`config.mk`:
```
export PLATFORM = sky130hd
export DESIGN_NAME = pts_top
export DESIGN_NICKNAME = d
export VERILOG_FILES = /design/src/pts_pkg.sv /design/src/pts_cmd_if.sv /design/src/pts_cmd_decode.sv /design/src/pts_top.sv
export SDC_FILE = /design/constraint.sdc
export NUM_CORES = 1
export LEC_CHECK = 0
export ABC_AREA = 1
export BUFFER_PORTS_ARGS = -buffer_cell sky130_fd_sc_hd__clkbuf_2
export CAP_MARGIN = 10
export CORE_MARGIN = 2
export CORE_UTILIZATION = 50
export DETAILED_ROUTE_END_ITERATION = 16
export PLACE_DENSITY = 0.73
export RECOVER_POWER = 50
export SLEW_MARGIN = 20
export SYNTH_ARGS = -nofsm -noshare
export SYNTH_HDL_FRONTEND = slang
export SYNTH_HIERARCHICAL = 1
export SYNTH_SLANG_ARGS = --single-unit
```
`constraint.sdc`:
```
create_clock -name pclk -period 5 [get_ports pclk]
set_clock_uncertainty 0.15 [all_clocks]
set_input_delay 0.5 -clock pclk [delete_from_list [all_inputs] [get_ports pclk]]
set_output_delay 0.5 -clock pclk [all_outputs]
set_load 0.1 [all_outputs]
```
`src/pts_pkg.sv`:
```
// pts_pkg: constants and types shared by the ptp stamp sideband block
// assumes a 32-bit apb register bus and byte-wide frame streams
package pts_pkg;
  // register byte offsets
  localparam logic [7:0] PTS_ADDR_RX_CFG = 8'h00;
  localparam logic [7:0] PTS_ADDR_TX_CFG = 8'h04;
  localparam logic [7:0] PTS_ADDR_RX_LATENCY = 8'h08;
  localparam logic [7:0] PTS_ADDR_STATUS = 8'h0c;
  localparam logic [7:0] PTS_ADDR_RX_FRAMES = 8'h10;
  // configuration fields
  localparam int PTS_CFG_INLINE_BIT = 22;
  localparam int PTS_RX_CFG_CF_BIT = 0;
  localparam int PTS_STAT_RX_BUSY_BIT = 0;
  localparam int PTS_STAT_TX_BUSY_BIT = 1;
  localparam int PTS_STAT_TAG_LSB = 16;
  // stamp layout
  localparam int PTS_NS_W = 32;
  localparam int PTS_SEC_W = 48;
  localparam int PTS_CF_W = 64;
  localparam int PTS_SEC_LSB = 32;
  localparam int PTS_CF_FRAC_W = 16;
  localparam logic [31:0] PTS_NS_PER_SEC = 32'h3b9a_ca00;
  localparam logic [2:0] PTS_STAMP_LAST = 3'h7;
  // transmit user sideband and command field layout
  localparam int PTS_TUSER_W = 128;
  localparam int PTS_TUSER_UNDERRUN = 0;
  localparam int PTS_TUSER_CMD_LSB = 64;
  localparam int PTS_CMD_OP_LSB = 0;
  localparam int PTS_CMD_CSUM_BIT = 8;
  localparam int PTS_CMD_TAG_LSB = 16;
  localparam int PTS_CMD_OFS_LSB = 32;
  localparam int PTS_CMD_CSUM_OFS_LSB = 48;
  localparam logic [1:0] PTS_OPC_ONE_STEP = 2'h1;
  localparam logic [1:0] PTS_OPC_TWO_STEP = 2'h2;

  typedef enum logic [1:0] {PTS_OP_NONE, PTS_OP_ONE_STEP, PTS_OP_TWO_STEP} pts_op_t;
endpackage

```
`src/pts_cmd_if.sv`:
```
// pts_cmd_if: carries a raw transmit command field to its decoder and back
// assumes both ends run on pclk
`timescale 1ns/10ps
`default_nettype none
interface pts_cmd_if;
  import pts_pkg::*;
  logic load;
  logic [63:0] field;
  logic valid;
  pts_op_t op;
  logic [15:0] tag;
  logic [15:0] offset;
  logic csum_update;
  logic [15:0] csum_offset;
  modport src (output load, field, input valid, op, tag, offset, csum_update, csum_offset);
  modport dec (input load, field, output valid, op, tag, offset, csum_update, csum_offset);
endinterface
`default_nettype wire

```
`src/pts_cmd_decode.sv`:
```
// pts_cmd_decode: registers the decoded fields of one transmit command field
// assumes load pulses once per frame with field stable in that cycle
`timescale 1ns/10ps
`default_nettype none
module pts_cmd_decode
  import pts_pkg::*;
(
  // clock and reset
  input wire logic pclk,
  input wire logic presetn,
  // command in, decoded out
  pts_cmd_if.dec cmd
);
  function automatic pts_op_t op_of(input logic [1:0] code);
    case (code)
      PTS_OPC_ONE_STEP: op_of = PTS_OP_ONE_STEP;
      PTS_OPC_TWO_STEP: op_of = PTS_OP_TWO_STEP;
      default: op_of = PTS_OP_NONE;
    endcase
  endfunction

  pts_op_t next_op;
  assign next_op = op_of(cmd.field[PTS_CMD_OP_LSB +: 2]);

  always_ff @(posedge pclk or negedge presetn) begin
    if (!presetn) begin
      cmd.valid <= 1'b0;
      cmd.op <= PTS_OP_NONE;
      cmd.tag <= 16'h0;
      cmd.offset <= 16'h0;
      cmd.csum_update <= 1'b0;
      cmd.csum_offset <= 16'h0;
    end else begin
      cmd.valid <= cmd.load;
      if (cmd.load) begin
        cmd.op <= next_op;
        cmd.tag <= (next_op != PTS_OP_NONE) ? cmd.field[PTS_CMD_TAG_LSB +: 16] : 16'h0;
        cmd.offset <= (next_op == PTS_OP_ONE_STEP) ?
          cmd.field[PTS_CMD_OFS_LSB +: 16] : 16'h0;
        cmd.csum_update <= (next_op == PTS_OP_ONE_STEP) & cmd.field[PTS_CMD_CSUM_BIT];
        cmd.csum_offset <= (next_op == PTS_OP_ONE_STEP && cmd.field[PTS_CMD_CSUM_BIT]) ?
          cmd.field[PTS_CMD_CSUM_OFS_LSB +: 16] : 16'h0;
      end
    end
  end
endmodule // pts_cmd_decode
`default_nettype wire

```
`src/pts_top.sv`:
```
// pts_top: receive stamp adjust and delivery, transmit command field intake
// assumes one clock pclk that is also the mac receive clock, apb slave access
//
// Implementation choices: register access over APB and the register offsets.
`timescale 1ns/10ps
`default_nettype none
module pts_top
  import pts_pkg::*;
#(
  parameter logic [31:0] RX_LAT_RESET = 32'h0000_0040
) (
  // apb slave
  input wire logic pclk,
  input wire logic presetn,
  input wire logic psel,
  input wire logic penable,
  input wire logic pwrite,
  input wire logic [7:0] paddr,
  input wire logic [31:0] pwdata,
  output logic [31:0] prdata,
  output logic pready,
  output logic pslverr,
  // time sources
  input wire logic [PTS_SEC_W-1:0] tod_sec,
  input wire logic [PTS_NS_W-1:0] tod_ns,
  input wire logic [PTS_CF_W-1:0] cf_time,
  // receive stream from mac
  input wire logic rx_capture,
  input wire logic [7:0] rx_in_data,
  input wire logic rx_in_valid,
  input wire logic rx_in_last,
  output logic rx_in_ready,
  // receive stream to client
  output logic [7:0] rx_out_data,
  output logic rx_out_valid,
  output logic rx_out_last,
  // receive stamp stream
  output logic [127:0] rx_stamp_stream_payload,
  output logic rx_stamp_stream_valid,
  // transmit stream from client
  input wire logic [7:0] tx_in_data,
  input wire logic tx_in_valid,
  input wire logic tx_in_last,
  input wire logic [PTS_TUSER_W-1:0] tx_in_user,
  output logic tx_in_ready,
  // transmit stream to mac
  output logic [7:0] tx_out_data,
  output logic tx_out_valid,
  output logic tx_out_last,
  output logic tx_out_underrun,
  input wire logic tx_out_ready,
  // decoded transmit command
  output logic tx_cmd_valid,
  output pts_op_t tx_cmd_op,
  output logic [15:0] tx_cmd_tag,
  output logic [15:0] tx_cmd_offset,
  output logic tx_cmd_csum_update,
  output logic [15:0] tx_cmd_csum_offset
);
  typedef enum logic [1:0] {RX_IDLE, RX_STAMP, RX_PASS} pts_rx_state_t;
  typedef enum logic [1:0] {TX_IDLE, TX_CMD, TX_PASS} pts_tx_state_t;

  function automatic logic addr_mapped(input logic [7:0] a);
    case (a)
      PTS_ADDR_RX_CFG, PTS_ADDR_TX_CFG, PTS_ADDR_RX_LATENCY,
      PTS_ADDR_STATUS, PTS_ADDR_RX_FRAMES: addr_mapped = 1'b1;
      default: addr_mapped = 1'b0;
    endcase
  endfunction

  logic rx_cfg_inline;
  logic rx_cfg_cf;
  logic tx_cfg_inline;
  logic [31:0] rx_latency;
  logic [31:0] rx_frames;
  pts_rx_state_t rx_state;
  pts_tx_state_t tx_state;
  logic [2:0] rx_cnt;
  logic [2:0] tx_cnt;
  logic rx_first;
  logic [PTS_SEC_W-1:0] stamp_sec;
  logic [PTS_NS_W-1:0] stamp_ns;
  logic [PTS_CF_W-1:0] stamp_cf;
  logic stamp_is_cf;
  logic [63:0] rx_inline_word;
  logic [PTS_NS_W-1:0] next_ns;
  logic [PTS_SEC_W-1:0] next_sec;
  logic [PTS_CF_W-1:0] next_cf;
  logic [63:0] tx_cmd_sr;
  logic tx_take;
  logic tx_fwd;
  logic apb_wr;
  logic apb_rd_setup;

  pts_cmd_if cmd ();

  // apb: zero wait states, read data registered in the setup phase
  assign pready = 1'b1;
  assign pslverr = psel & penable & ~addr_mapped(paddr);
  assign apb_wr = psel & penable & pwrite;
  assign apb_rd_setup = psel & ~penable & ~pwrite;

  always_ff @(posedge pclk or negedge presetn) begin
    if (!presetn) begin
      rx_cfg_inline <= 1'b0;
      rx_cfg_cf <= 1'b0;
      tx_cfg_inline <= 1'b0;
      rx_latency <= RX_LAT_RESET;
    end else if (apb_wr) begin
      case (paddr)
        PTS_ADDR_RX_CFG: begin
          rx_cfg_inline <= pwdata[PTS_CFG_INLINE_BIT];
          rx_cfg_cf <= pwdata[PTS_RX_CFG_CF_BIT];
        end
        PTS_ADDR_TX_CFG: tx_cfg_inline <= pwdata[PTS_CFG_INLINE_BIT];
        PTS_ADDR_RX_LATENCY: rx_latency <= pwdata;
        default: ;
      endcase
    end
  end

  always_ff @(posedge pclk or negedge presetn) begin
    if (!presetn) begin
      prdata <= 32'h0;
    end else if (apb_rd_setup) begin
      prdata <= 32'h0;
      case (paddr)
        PTS_ADDR_RX_CFG: begin
          prdata[PTS_CFG_INLINE_BIT] <= rx_cfg_inline;
          prdata[PTS_RX_CFG_CF_BIT] <= rx_cfg_cf;
        end
        PTS_ADDR_TX_CFG: prdata[PTS_CFG_INLINE_BIT] <= tx_cfg_inline;
        PTS_ADDR_RX_LATENCY: prdata <= rx_latency;
        PTS_ADDR_STATUS: begin
          prdata[PTS_STAT_RX_BUSY_BIT] <= (rx_state != RX_IDLE);
          prdata[PTS_STAT_TX_BUSY_BIT] <= (tx_state != TX_IDLE);
          prdata[PTS_STAT_TAG_LSB +: 16] <= tx_cmd_tag;
        end
        PTS_ADDR_RX_FRAMES: prdata <= rx_frames;
        default: ;
      endcase
    end
  end

  // latency subtraction with borrow across the second boundary
  always_comb begin
    if (tod_ns >= rx_latency) begin
      next_ns = tod_ns - rx_latency;
      next_sec = tod_sec;
    end else begin
      next_ns = tod_ns + (PTS_NS_PER_SEC - rx_latency);
      next_sec = tod_sec - {{(PTS_SEC_W-1){1'b0}}, 1'b1};
    end
    next_cf = cf_time - {{(PTS_CF_W-PTS_NS_W-PTS_CF_FRAC_W){1'b0}}, rx_latency,
      {PTS_CF_FRAC_W{1'b0}}};
  end

  always_ff @(posedge pclk or negedge presetn) begin
    if (!presetn) begin
      stamp_sec <= '0;
      stamp_ns <= '0;
      stamp_cf <= '0;
      stamp_is_cf <= 1'b0;
    end else if (rx_capture) begin
      stamp_sec <= next_sec;
      stamp_ns <= next_ns;
      stamp_cf <= next_cf;
      stamp_is_cf <= rx_cfg_cf;
    end
  end

  assign rx_inline_word = stamp_is_cf ? stamp_cf : {stamp_sec[PTS_NS_W-1:0], stamp_ns};
  assign rx_in_ready = (rx_state == RX_PASS);

  // receive framing: optional eight stamp bytes ahead of the frame
  always_ff @(posedge pclk or negedge presetn) begin
    if (!presetn) begin
      rx_state <= RX_IDLE;
      rx_cnt <= 3'h0;
    end else begin
      case (rx_state)
        RX_IDLE: begin
          rx_cnt <= 3'h0;
          if (rx_in_valid) begin
            rx_state <= rx_cfg_inline ? RX_STAMP : RX_PASS;
          end
        end
        RX_STAMP: begin
          rx_cnt <= rx_cnt + 3'h1;
          if (rx_cnt == PTS_STAMP_LAST) begin
            rx_state <= RX_PASS;
          end
        end
        RX_PASS: begin
          if (rx_in_valid && rx_in_last) begin
            rx_state <= RX_IDLE;
          end
        end
        default: rx_state <= RX_IDLE;
      endcase
    end
  end

  always_ff @(posedge pclk or negedge presetn) begin
    if (!presetn) begin
      rx_out_data <= 8'h0;
      rx_out_valid <= 1'b0;
      rx_out_last <= 1'b0;
    end else if (rx_state == RX_STAMP) begin
      rx_out_data <= rx_inline_word[{PTS_STAMP_LAST - rx_cnt, 3'h0} +: 8];
      rx_out_valid <= 1'b1;
      rx_out_last <= 1'b0;
    end else begin
      rx_out_data <= rx_in_data;
      rx_out_valid <= rx_in_valid & rx_in_ready;
      rx_out_last <= rx_in_valid & rx_in_ready & rx_in_last;
    end
  end

  // out of band stamp: one pulse alongside the first frame byte
  always_ff @(posedge pclk or negedge presetn) begin
    if (!presetn) begin
      rx_first <= 1'b0;
      rx_stamp_stream_valid <= 1'b0;
      rx_stamp_stream_payload <= '0;
      rx_frames <= 32'h0;
    end else begin
      rx_stamp_stream_valid <= 1'b0;
      if (rx_state == RX_IDLE && rx_in_valid) begin
        rx_first <= 1'b1;
      end else if (rx_state == RX_PASS && rx_in_valid && rx_first) begin
        rx_first <= 1'b0;
        rx_stamp_stream_valid <= 1'b1;
        rx_frames <= rx_frames + 32'h1;
        rx_stamp_stream_payload <= '0;
        if (stamp_is_cf) begin
          rx_stamp_stream_payload[PTS_CF_W-1:0] <= stamp_cf;
        end else begin
          rx_stamp_stream_payload[PTS_SEC_LSB +: PTS_SEC_W] <= stamp_sec;
          rx_stamp_stream_payload[PTS_NS_W-1:0] <= stamp_ns;
        end
      end
    end
  end

  // transmit intake: command from sideband bits or the first eight bytes
  assign tx_fwd = (tx_state == TX_PASS) || (tx_state == TX_IDLE && !tx_cfg_inline);
  assign tx_in_ready = tx_fwd ? (!tx_out_valid || tx_out_ready) : 1'b1;
  assign tx_take = tx_in_valid & tx_in_ready;

  always_ff @(posedge pclk or negedge presetn) begin
    if (!presetn) begin
      tx_state <= TX_IDLE;
      tx_cnt <= 3'h0;
      tx_cmd_sr <= 64'h0;
    end else if (tx_take) begin
      case (tx_state)
        TX_IDLE: begin
          if (tx_cfg_inline) begin
            tx_state <= TX_CMD;
            tx_cnt <= 3'h1;
            tx_cmd_sr <= {tx_in_data, tx_cmd_sr[63:8]};
          end else if (!tx_in_last) begin
            tx_state <= TX_PASS;
          end
        end
        TX_CMD: begin
          tx_cnt <= tx_cnt + 3'h1;
          tx_cmd_sr <= {tx_in_data, tx_cmd_sr[63:8]};
          if (tx_in_last) begin
            tx_state <= TX_IDLE;
          end else if (tx_cnt == PTS_STAMP_LAST) begin
            tx_state <= TX_PASS;
          end
        end
        TX_PASS: begin
          if (tx_in_last) begin
            tx_state <= TX_IDLE;
          end
        end
        default: tx_state <= TX_IDLE;
      endcase
    end
  end

  always_ff @(posedge pclk or negedge presetn) begin
    if (!presetn) begin
      cmd.load <= 1'b0;
      cmd.field <= 64'h0;
    end else begin
      cmd.load <= 1'b0;
      if (tx_take && tx_state == TX_IDLE && !tx_cfg_inline) begin
        cmd.load <= 1'b1;
        cmd.field <= tx_in_user[PTS_TUSER_CMD_LSB +: 64];
      end else if (tx_take && tx_state == TX_CMD && tx_cnt == PTS_STAMP_LAST) begin
        cmd.load <= 1'b1;
        cmd.field <= {tx_in_data, tx_cmd_sr[63:8]};
      end
    end
  end

  always_ff @(posedge pclk or negedge presetn) begin
    if (!presetn) begin
      tx_out_data <= 8'h0;
      tx_out_valid <= 1'b0;
      tx_out_last <= 1'b0;
      tx_out_underrun <= 1'b0;
    end else if (tx_take && tx_fwd) begin
      tx_out_data <= tx_in_data;
      tx_out_valid <= 1'b1;
      tx_out_last <= tx_in_last;
      tx_out_underrun <= tx_in_user[PTS_TUSER_UNDERRUN];
    end else if (tx_out_ready) begin
      tx_out_valid <= 1'b0;
    end
  end

  pts_cmd_decode u_decode (
    .pclk (pclk),
    .presetn (presetn),
    .cmd (cmd)
  );

  assign tx_cmd_valid = cmd.valid;
  assign tx_cmd_op = cmd.op;
  assign tx_cmd_tag = cmd.tag;
  assign tx_cmd_offset = cmd.offset;
  assign tx_cmd_csum_update = cmd.csum_update;
  assign tx_cmd_csum_offset = cmd.csum_offset;
endmodule // pts_top
`default_nettype wire

```
==> impl_metrics.tcl, run 1 <==
set metrics [dict create \
    numCtsBuffers 53 \
    crit_type "reg2reg" \
    clk_path_buf_depth 3 \
    hold_violations 0 \
    wl_per_cell_microns 18.7 \
    violations "max-capacitance violations, max-slew violations" \
    start_util 0.506 \
    whs_endpoint "rx_latency[13]$_DFFE_PN0P_" \
    period_needed_ns 3.86 \
    whs_ns 0.0124 \
    hold-path-cell-count 3 \
    ant_nets 0 \
    netlist_area_sq_mm 0.0319 \
    path_clk_slew_ns 0.06 \
    finalInstanceArea_sq_mm 0.0369 \
    rsz0062_at_grt "no" \
    routed_wl_mm 110 \
    p_leak_nw 19.8 \
    path_max_fanout 51 \
    area_delta_synth_final_pct 15.6 \
    fmax_mhz 259 \
    io_buffer_count 451 \
    drt-initial-drc-count 3118 \
    dp_cells 5699 \
    dr.pass1.iters 6 \
    io_pins 577 \
    ff2ff_setup_slack_ns 1.14 \
    cts_root_buffer "clkbuf_16" \
    slew_headroom -0.798 \
    holdCritStartpoint "pwdata[13]" \
    antenna_found_initial 9 \
    grt_max_degree 127 \
    cp.arrival_ns 4.20 \
    die_area_sq_mm 0.0659 \
    die_h_microns 257 \
    r2r_end "u_decode/cmd.tag[13]$_DFFE_PN0P_" \
    cp.required_ns 5.34 \
    setup_tns_ns 0 \
    critPathLaunchType "flop" \
    insertion_delay_ns 0.61 \
    worst_r2r_path_depth 4 \
    setup_viol 0 \
    maxCapViolations 4 \
    fillers 6170 \
    dp_hpwl_mm 85.4 \
    placedInstanceArea_sq_mm 0.0346 \
    grt_pass1_vias 29346 \
    post-route-period-util 0.773 \
    htree_levels 2 \
    worst_slew_pin_slew_ns 2.70 \
    placementRows 92 \
    vias_per_cell 5.29 \
    grt.total_usage 0.327 \
    fin_cells 5854 \
    drcViolationCount 0 \
    synth_area_per_cell_sq_um 7.02 \
    post_cts_resized 0 \
    syn_inst 4544 \
    cts_sinks 505 \
    cts_tree "done" \
    vias 30957 \
    die_w_microns 257 \
    utilization 0.585 \
    fin_nets 5438 \
    grt_pass1_wl_mm 167 \
    ir_drop_v 0.000395 \
    core-area_sq_mm 0.0631 \
    status "complete, but fails checks" \
    reg2reg_from "cmd.load$_DFF_PN0_" \
    cp-end-kind "flop" \
    drive_gt1_frac 0.113 \
    hold_class "in2reg" \
    drv_slew 249 \
    grt_remaining_overflow 0 \
    power.density_mw_per_mm2 431 \
    yosysWarningCount 6 \
    gp_congestion 0.969 \
]
==> placed cells by master, fill, tap and decap left out, types with 6 or more instances in the layout <==
cell,n
clkbuf_1,41
o21a_1,6
buf_4,16
nor2_1,462
o221ai_1,17
or2_2,8
o21bai_1,12
o21ai_1,11
clkbuf_2,426
xnor2_1,22
conb_1,49
clkinv_2,12
ha_1,117
xor2_1,95
o21ai_0,300
nor3_1,42
a21oi_1,153
nand2_1,1532
o22ai_1,21
fa_1,18
dlygate4sd3_1,55
clkbuf_8,12
and2_1,7
nand3b_1,8
a31oi_1,32
inv_1,554
bufinv_16,6
dfrtp_1,503
nand3_1,226
nand4_1,59
o211ai_1,59
clkbuf_16,53
==> metrics by stage <==
step / total power, W / setup WS (ns)
3_3_place_gp: 0.0117 / 1.44
3_5_place_dp: 0.0117 / 1.40
2_1_floorplan: 0.0104 / 1.02
4_1_cts: 0.0159 / 1.39
5_1_grt: 0.0166 / 0.803
6_report: 0.0159 / 1.14
==> flip-flops by register name (all words and copies together), names as in the netlist, 44 cells and up <==
register and count:
cmd.field 51, rx_stamp_stream_payload 80, stamp_cf 64, stamp_sec 48
tx_cmd_sr 44
==> worst max-delay path, stage by stage (launching register included) <==
cell	delay, ns
dfrtp_1	0.32
clkbuf_1	1.37
inv_1	1.43
nand2_1	0.36
nand2_1	0.10
==> report_power, final <==
group | leakage (nW) | switching [W] | total (W) | internal, W
logic | 12.7 | 0.00509 | 0.00616 | 0.00107
registers | 6.22 | 0.000605 | 0.00558 | 0.00497
clock network | 0.903 | 0.00170 | 0.00414 | 0.00244
total | 19.8 | 0.00739 | 0.0159 | 0.00849
==> repair_timing <==
action / in CTS / in global routing
setup buffers: 0 / 0
hold endpoints to repair: 144 / 0
setup endpoints to repair: 0 / 0
hold buffers: 55 / 0
==> layer usage <==
| layer | GRT usage | vias to the layer above | wire length [microns] |
|---|---|---|---|
| li1 | - | 15121 | - |
| met1 | 0.460 | 14510 | 48200 |
| met2 | 0.510 | 1116 | 49200 |
| met3 | 0.0527 | 196 | 8130 |
| met4 | 0.117 | 14 | 4030 |
| met5 | 0 | - | 91 |
==> cell type report <==
cell class	count	area [sq um]	share of cell area
clock inverter	24	302	0.00818
multi-input combinational	3306	16200	0.439
tap	846	1060	0.0287
clock buffer	72	1520	0.0412
timing repair buffer	536	3040	0.0824
antenna	3	7.51	0.000204
sequential	505	12600	0.343
inverter	562	2110	0.0573
==> worst max-delay path by stage <==
stage / startpoint / endpoint / slack (ns) / cells past startpoint
finish: cmd.load$_DFF_PN0_ / u_decode/cmd.tag[13]$_DFFE_PN0P_ / 1.14 / 4
global route: rx_capture / stamp_ns[14]$_DFFE_PN0P_ / 0.80 / 4
CTS: rx_latency[1]$_DFFE_PN0P_ / stamp_sec[4]$_DFFE_PN0P_ / 1.39 / 13
detailed placement: tod_ns[0] / stamp_sec[4]$_DFFE_PN0P_ / 1.40 / 18
global placement: rx_latency[1]$_DFFE_PN0P_ / stamp_sec[4]$_DFFE_PN0P_ / 1.44 / 13
floorplan: paddr[0] / pslverr / 1.02 / 7
Note: power is estimated with default switching activity, not from simulation.
==> inputs of run 2 (changes only) <==
Settings changed: ABC_AREA 1 to 0, PLACE_DENSITY 0.73 to 0.77.
Clock period 5 ns to 3.5 ns, I/O delays scaled along.
==> run 2 against run 1 <==
  * Combinational power increased by 79%
  * The run ends with max-capacitance violations, max-slew violations, negative setup slack left
  * Final cell count is 21% lower
  * Largest power group unchanged
  * Area after synthesis fell by 9.1%
==> impl_metrics.tcl, run 2 <==
set metrics [dict create \
    dr.pass1.iters 5 \
    die_h_microns 245 \
    largest_register_ffs 80 \
    cts_root_buffer "clkbuf_16" \
    setup_viol 3 \
    hold_class "in2reg" \
    power_report.internal_total_w 0.0132 \
    path_max_fanout 3 \
    maxCapViolations 1 \
    wl_per_cell_microns 21.3 \
    io_buffer_count 451 \
    power_frac_clock 0.245 \
    core-area_sq_mm 0.0575 \
    dp_hpwl_mm 69.4 \
    final-seq-area_sq_mm 0.0126 \
    drcViolationCount 0 \
    cts_tree "done" \
    drv_slew 86 \
    die_area_sq_mm 0.0600 \
    power.density_mw_per_mm2 675 \
    pre_cts_ws_ns -0.429 \
    period_needed_ns 3.54 \
    yosysWarningCount 6 \
    io_pins 577 \
    slowest_delay_ns 0.57 \
    final_cell_mix "dfrtp_1, clkbuf_2, nand2_1, nor2_1, buf_4" \
    syn_inst 3015 \
    die_w_microns 245 \
    htree_levels 2 \
    vias_per_cell 5.70 \
    path_clk_slew_ns 0.07 \
    ff2ff_setup_slack_ns -0.04 \
    grt_pass1_vias 26133 \
    worst_slew_pin_slew_ns 2.57 \
    multiInputGateArea_sq_mm 0.0155 \
    area_delta_synth_final_pct 30.8 \
    fillers 4419 \
    hold_violations 0 \
    drive_gt1_frac 0.275 \
    placedInstanceArea_sq_mm 0.0333 \
    crit_slowest_cell "fa_2" \
    r2r_end "stamp_ns[29]$_DFFE_PN0P_" \
    netlist_area_sq_mm 0.0290 \
    clk_path_buf_depth 3 \
    fin_nets 4266 \
    grt_max_degree 104 \
    whs_endpoint "prdata[0]$_DFFE_PN0P_" \
    reg_top3 "rx_stamp_stream_payload: 80 flops, stamp_cf: 64 flops, cmd.field: 51 flops" \
    utilization 0.660 \
    post-route-period-util 1.01 \
    cts_sinks 505 \
    p_switching_w 0.0124 \
    gp_congestion 0.954 \
    holdCritStartpoint "paddr[1]" \
    vias 26276 \
    whs_ns 0.0499 \
    synth_area_per_cell_sq_um 9.62 \
    grt_pass1_wl_mm 149 \
    seq_power_share 0.327 \
    worst_r2r_path_depth 16 \
    grt_remaining_overflow 0 \
    crit_chain "inv_2 > buf_6 > fa_2 > buf_6 > nand2b_4 > a211oi_4 > o21ai_2 > o211ai_1 > a21oi_2 > buf_4 > a211oi_2 > buf_4 > nor2_4 > o21bai_1 > xnor2_1 > o221ai_1" \
    finalInstanceArea_sq_mm 0.0379 \
    start_util 0.505 \
    mostFrequentLayoutCell "dfrtp_1" \
    cp.arrival_ns 3.88 \
    reg2reg_from "rx_latency[6]$_DFFE_PN1P_" \
    ir_drop_v 0.000768 \
    crit_type "reg2reg" \
    regMostFlops "rx_stamp_stream_payload" \
    hold-path-cell-count 4 \
    violations "max-capacitance violations, max-slew violations, negative setup slack" \
    cp-end-kind "flop" \
    switching_share 0.486 \
    comb_power_share 0.428 \
    cp.required_ns 3.84 \
    status "complete, but fails checks" \
    numCtsBuffers 55 \
    drt-initial-drc-count 1800 \
    placementRows 88 \
    critPathLaunchType "flop" \
    rsz0062_at_grt "yes" \
    fmax_mhz 282 \
    fin_ws_ns -0.0410 \
    p_leak_nw 17.9 \
    slew_headroom -0.715 \
    antenna_found_initial 18 \
    ant_nets 0 \
    routed_wl_mm 98.3 \
    fin_total_pwr_w 0.0256 \
    grt.total_usage 0.319 \
    insertion_delay_ns 0.63 \
]
-- run 2: cell type report --
type / count / share of cell area
multi-input cells: 2171 / 0.409
flip-flops and latches: 505 / 0.333
repair buffers: 885 / 0.164
clock buffers: 73 / 0.0410
well taps: 765 / 0.0252
inverters: 174 / 0.0172
clock inverters: 30 / 0.0101
diodes: 9 / 0.000594
-- run 2: power groups by stage --
stage	clock (W)	combinational, W	sequential (W)
floorplan	0	0.00259	0.0139
global placement	0	0.0103	0.00832
detailed placement	0	0.0105	0.00838
CTS	0.00633	0.0107	0.00830
global route	0.00657	0.0114	0.00851
finish	0.00627	0.0110	0.00838
-- run 2: through the flow --
stage | TNS, ns | cells
after floorplan | 0 | 3062
after global placement | -12.37 | 4287
after detailed placement | -14.07 | 4287
after CTS | -0.151 | 4583
after global routing | -1.62 | 4610
final | -0.0591 | 4612
-- run 2: routing by layer --
| layer | track usage | vias up | share of wire |
|---|---|---|---|
| met1 | 0.386 | 12797 | 0.38 |
| met3 | 0.0719 | 300 | 0.082 |
| met4 | 0.155 | 18 | 0.053 |
| li1 | - | 12001 | - |
| met2 | 0.539 | 1160 | 0.49 |
| met5 | 0 | - | 0.0012 |
-- run 2: repair_timing --
| item | CTS | global route |
|---|---|---|
| resized for setup | 46 | 87 |
| endpoints found under the setup margin | 75 | 77 |
| hold endpoints to repair | 273 | 0 |
| hold buffers | 192 | 0 |
| setup buffers | 2 | 22 |
| pin swaps | 31 | 61 |
| gates cloned | 0 | 1 |
-- run 2: worst max-delay path by stage --
stage               cells past startpoint  slack (ns)                      start                        to
finish                                 16       -0.04  rx_latency[6]$_DFFE_PN1P_  stamp_ns[29]$_DFFE_PN0P_
global route                           17       -0.17  rx_latency[4]$_DFFE_PN0P_  stamp_ns[29]$_DFFE_PN0P_
CTS                                    13       -0.07  rx_latency[6]$_DFFE_PN1P_  stamp_ns[20]$_DFFE_PN0P_
detailed placement                     15       -0.43                  tod_ns[0]  stamp_sec[5]$_DFFE_PN0P_
global placement                       15       -0.35                  tod_ns[0]  stamp_sec[5]$_DFFE_PN0P_
floorplan                              12        0.02  rx_latency[6]$_DFFE_PN1P_  stamp_ns[30]$_DFFE_PN0P_
-- run 2: worst max-delay path: cells and delay by family (launching register included) --
kind | cells | cell delay (ns)
AOI/OAI and AO/OA | 7 | 1.25
xor gates and xnor gates | 1 | 0.15
buffers and inverters | 5 | 0.64
and+or+nand+nor | 2 | 0.11
adders and majority gates | 1 | 0.57
DFF | 1 | 0.54
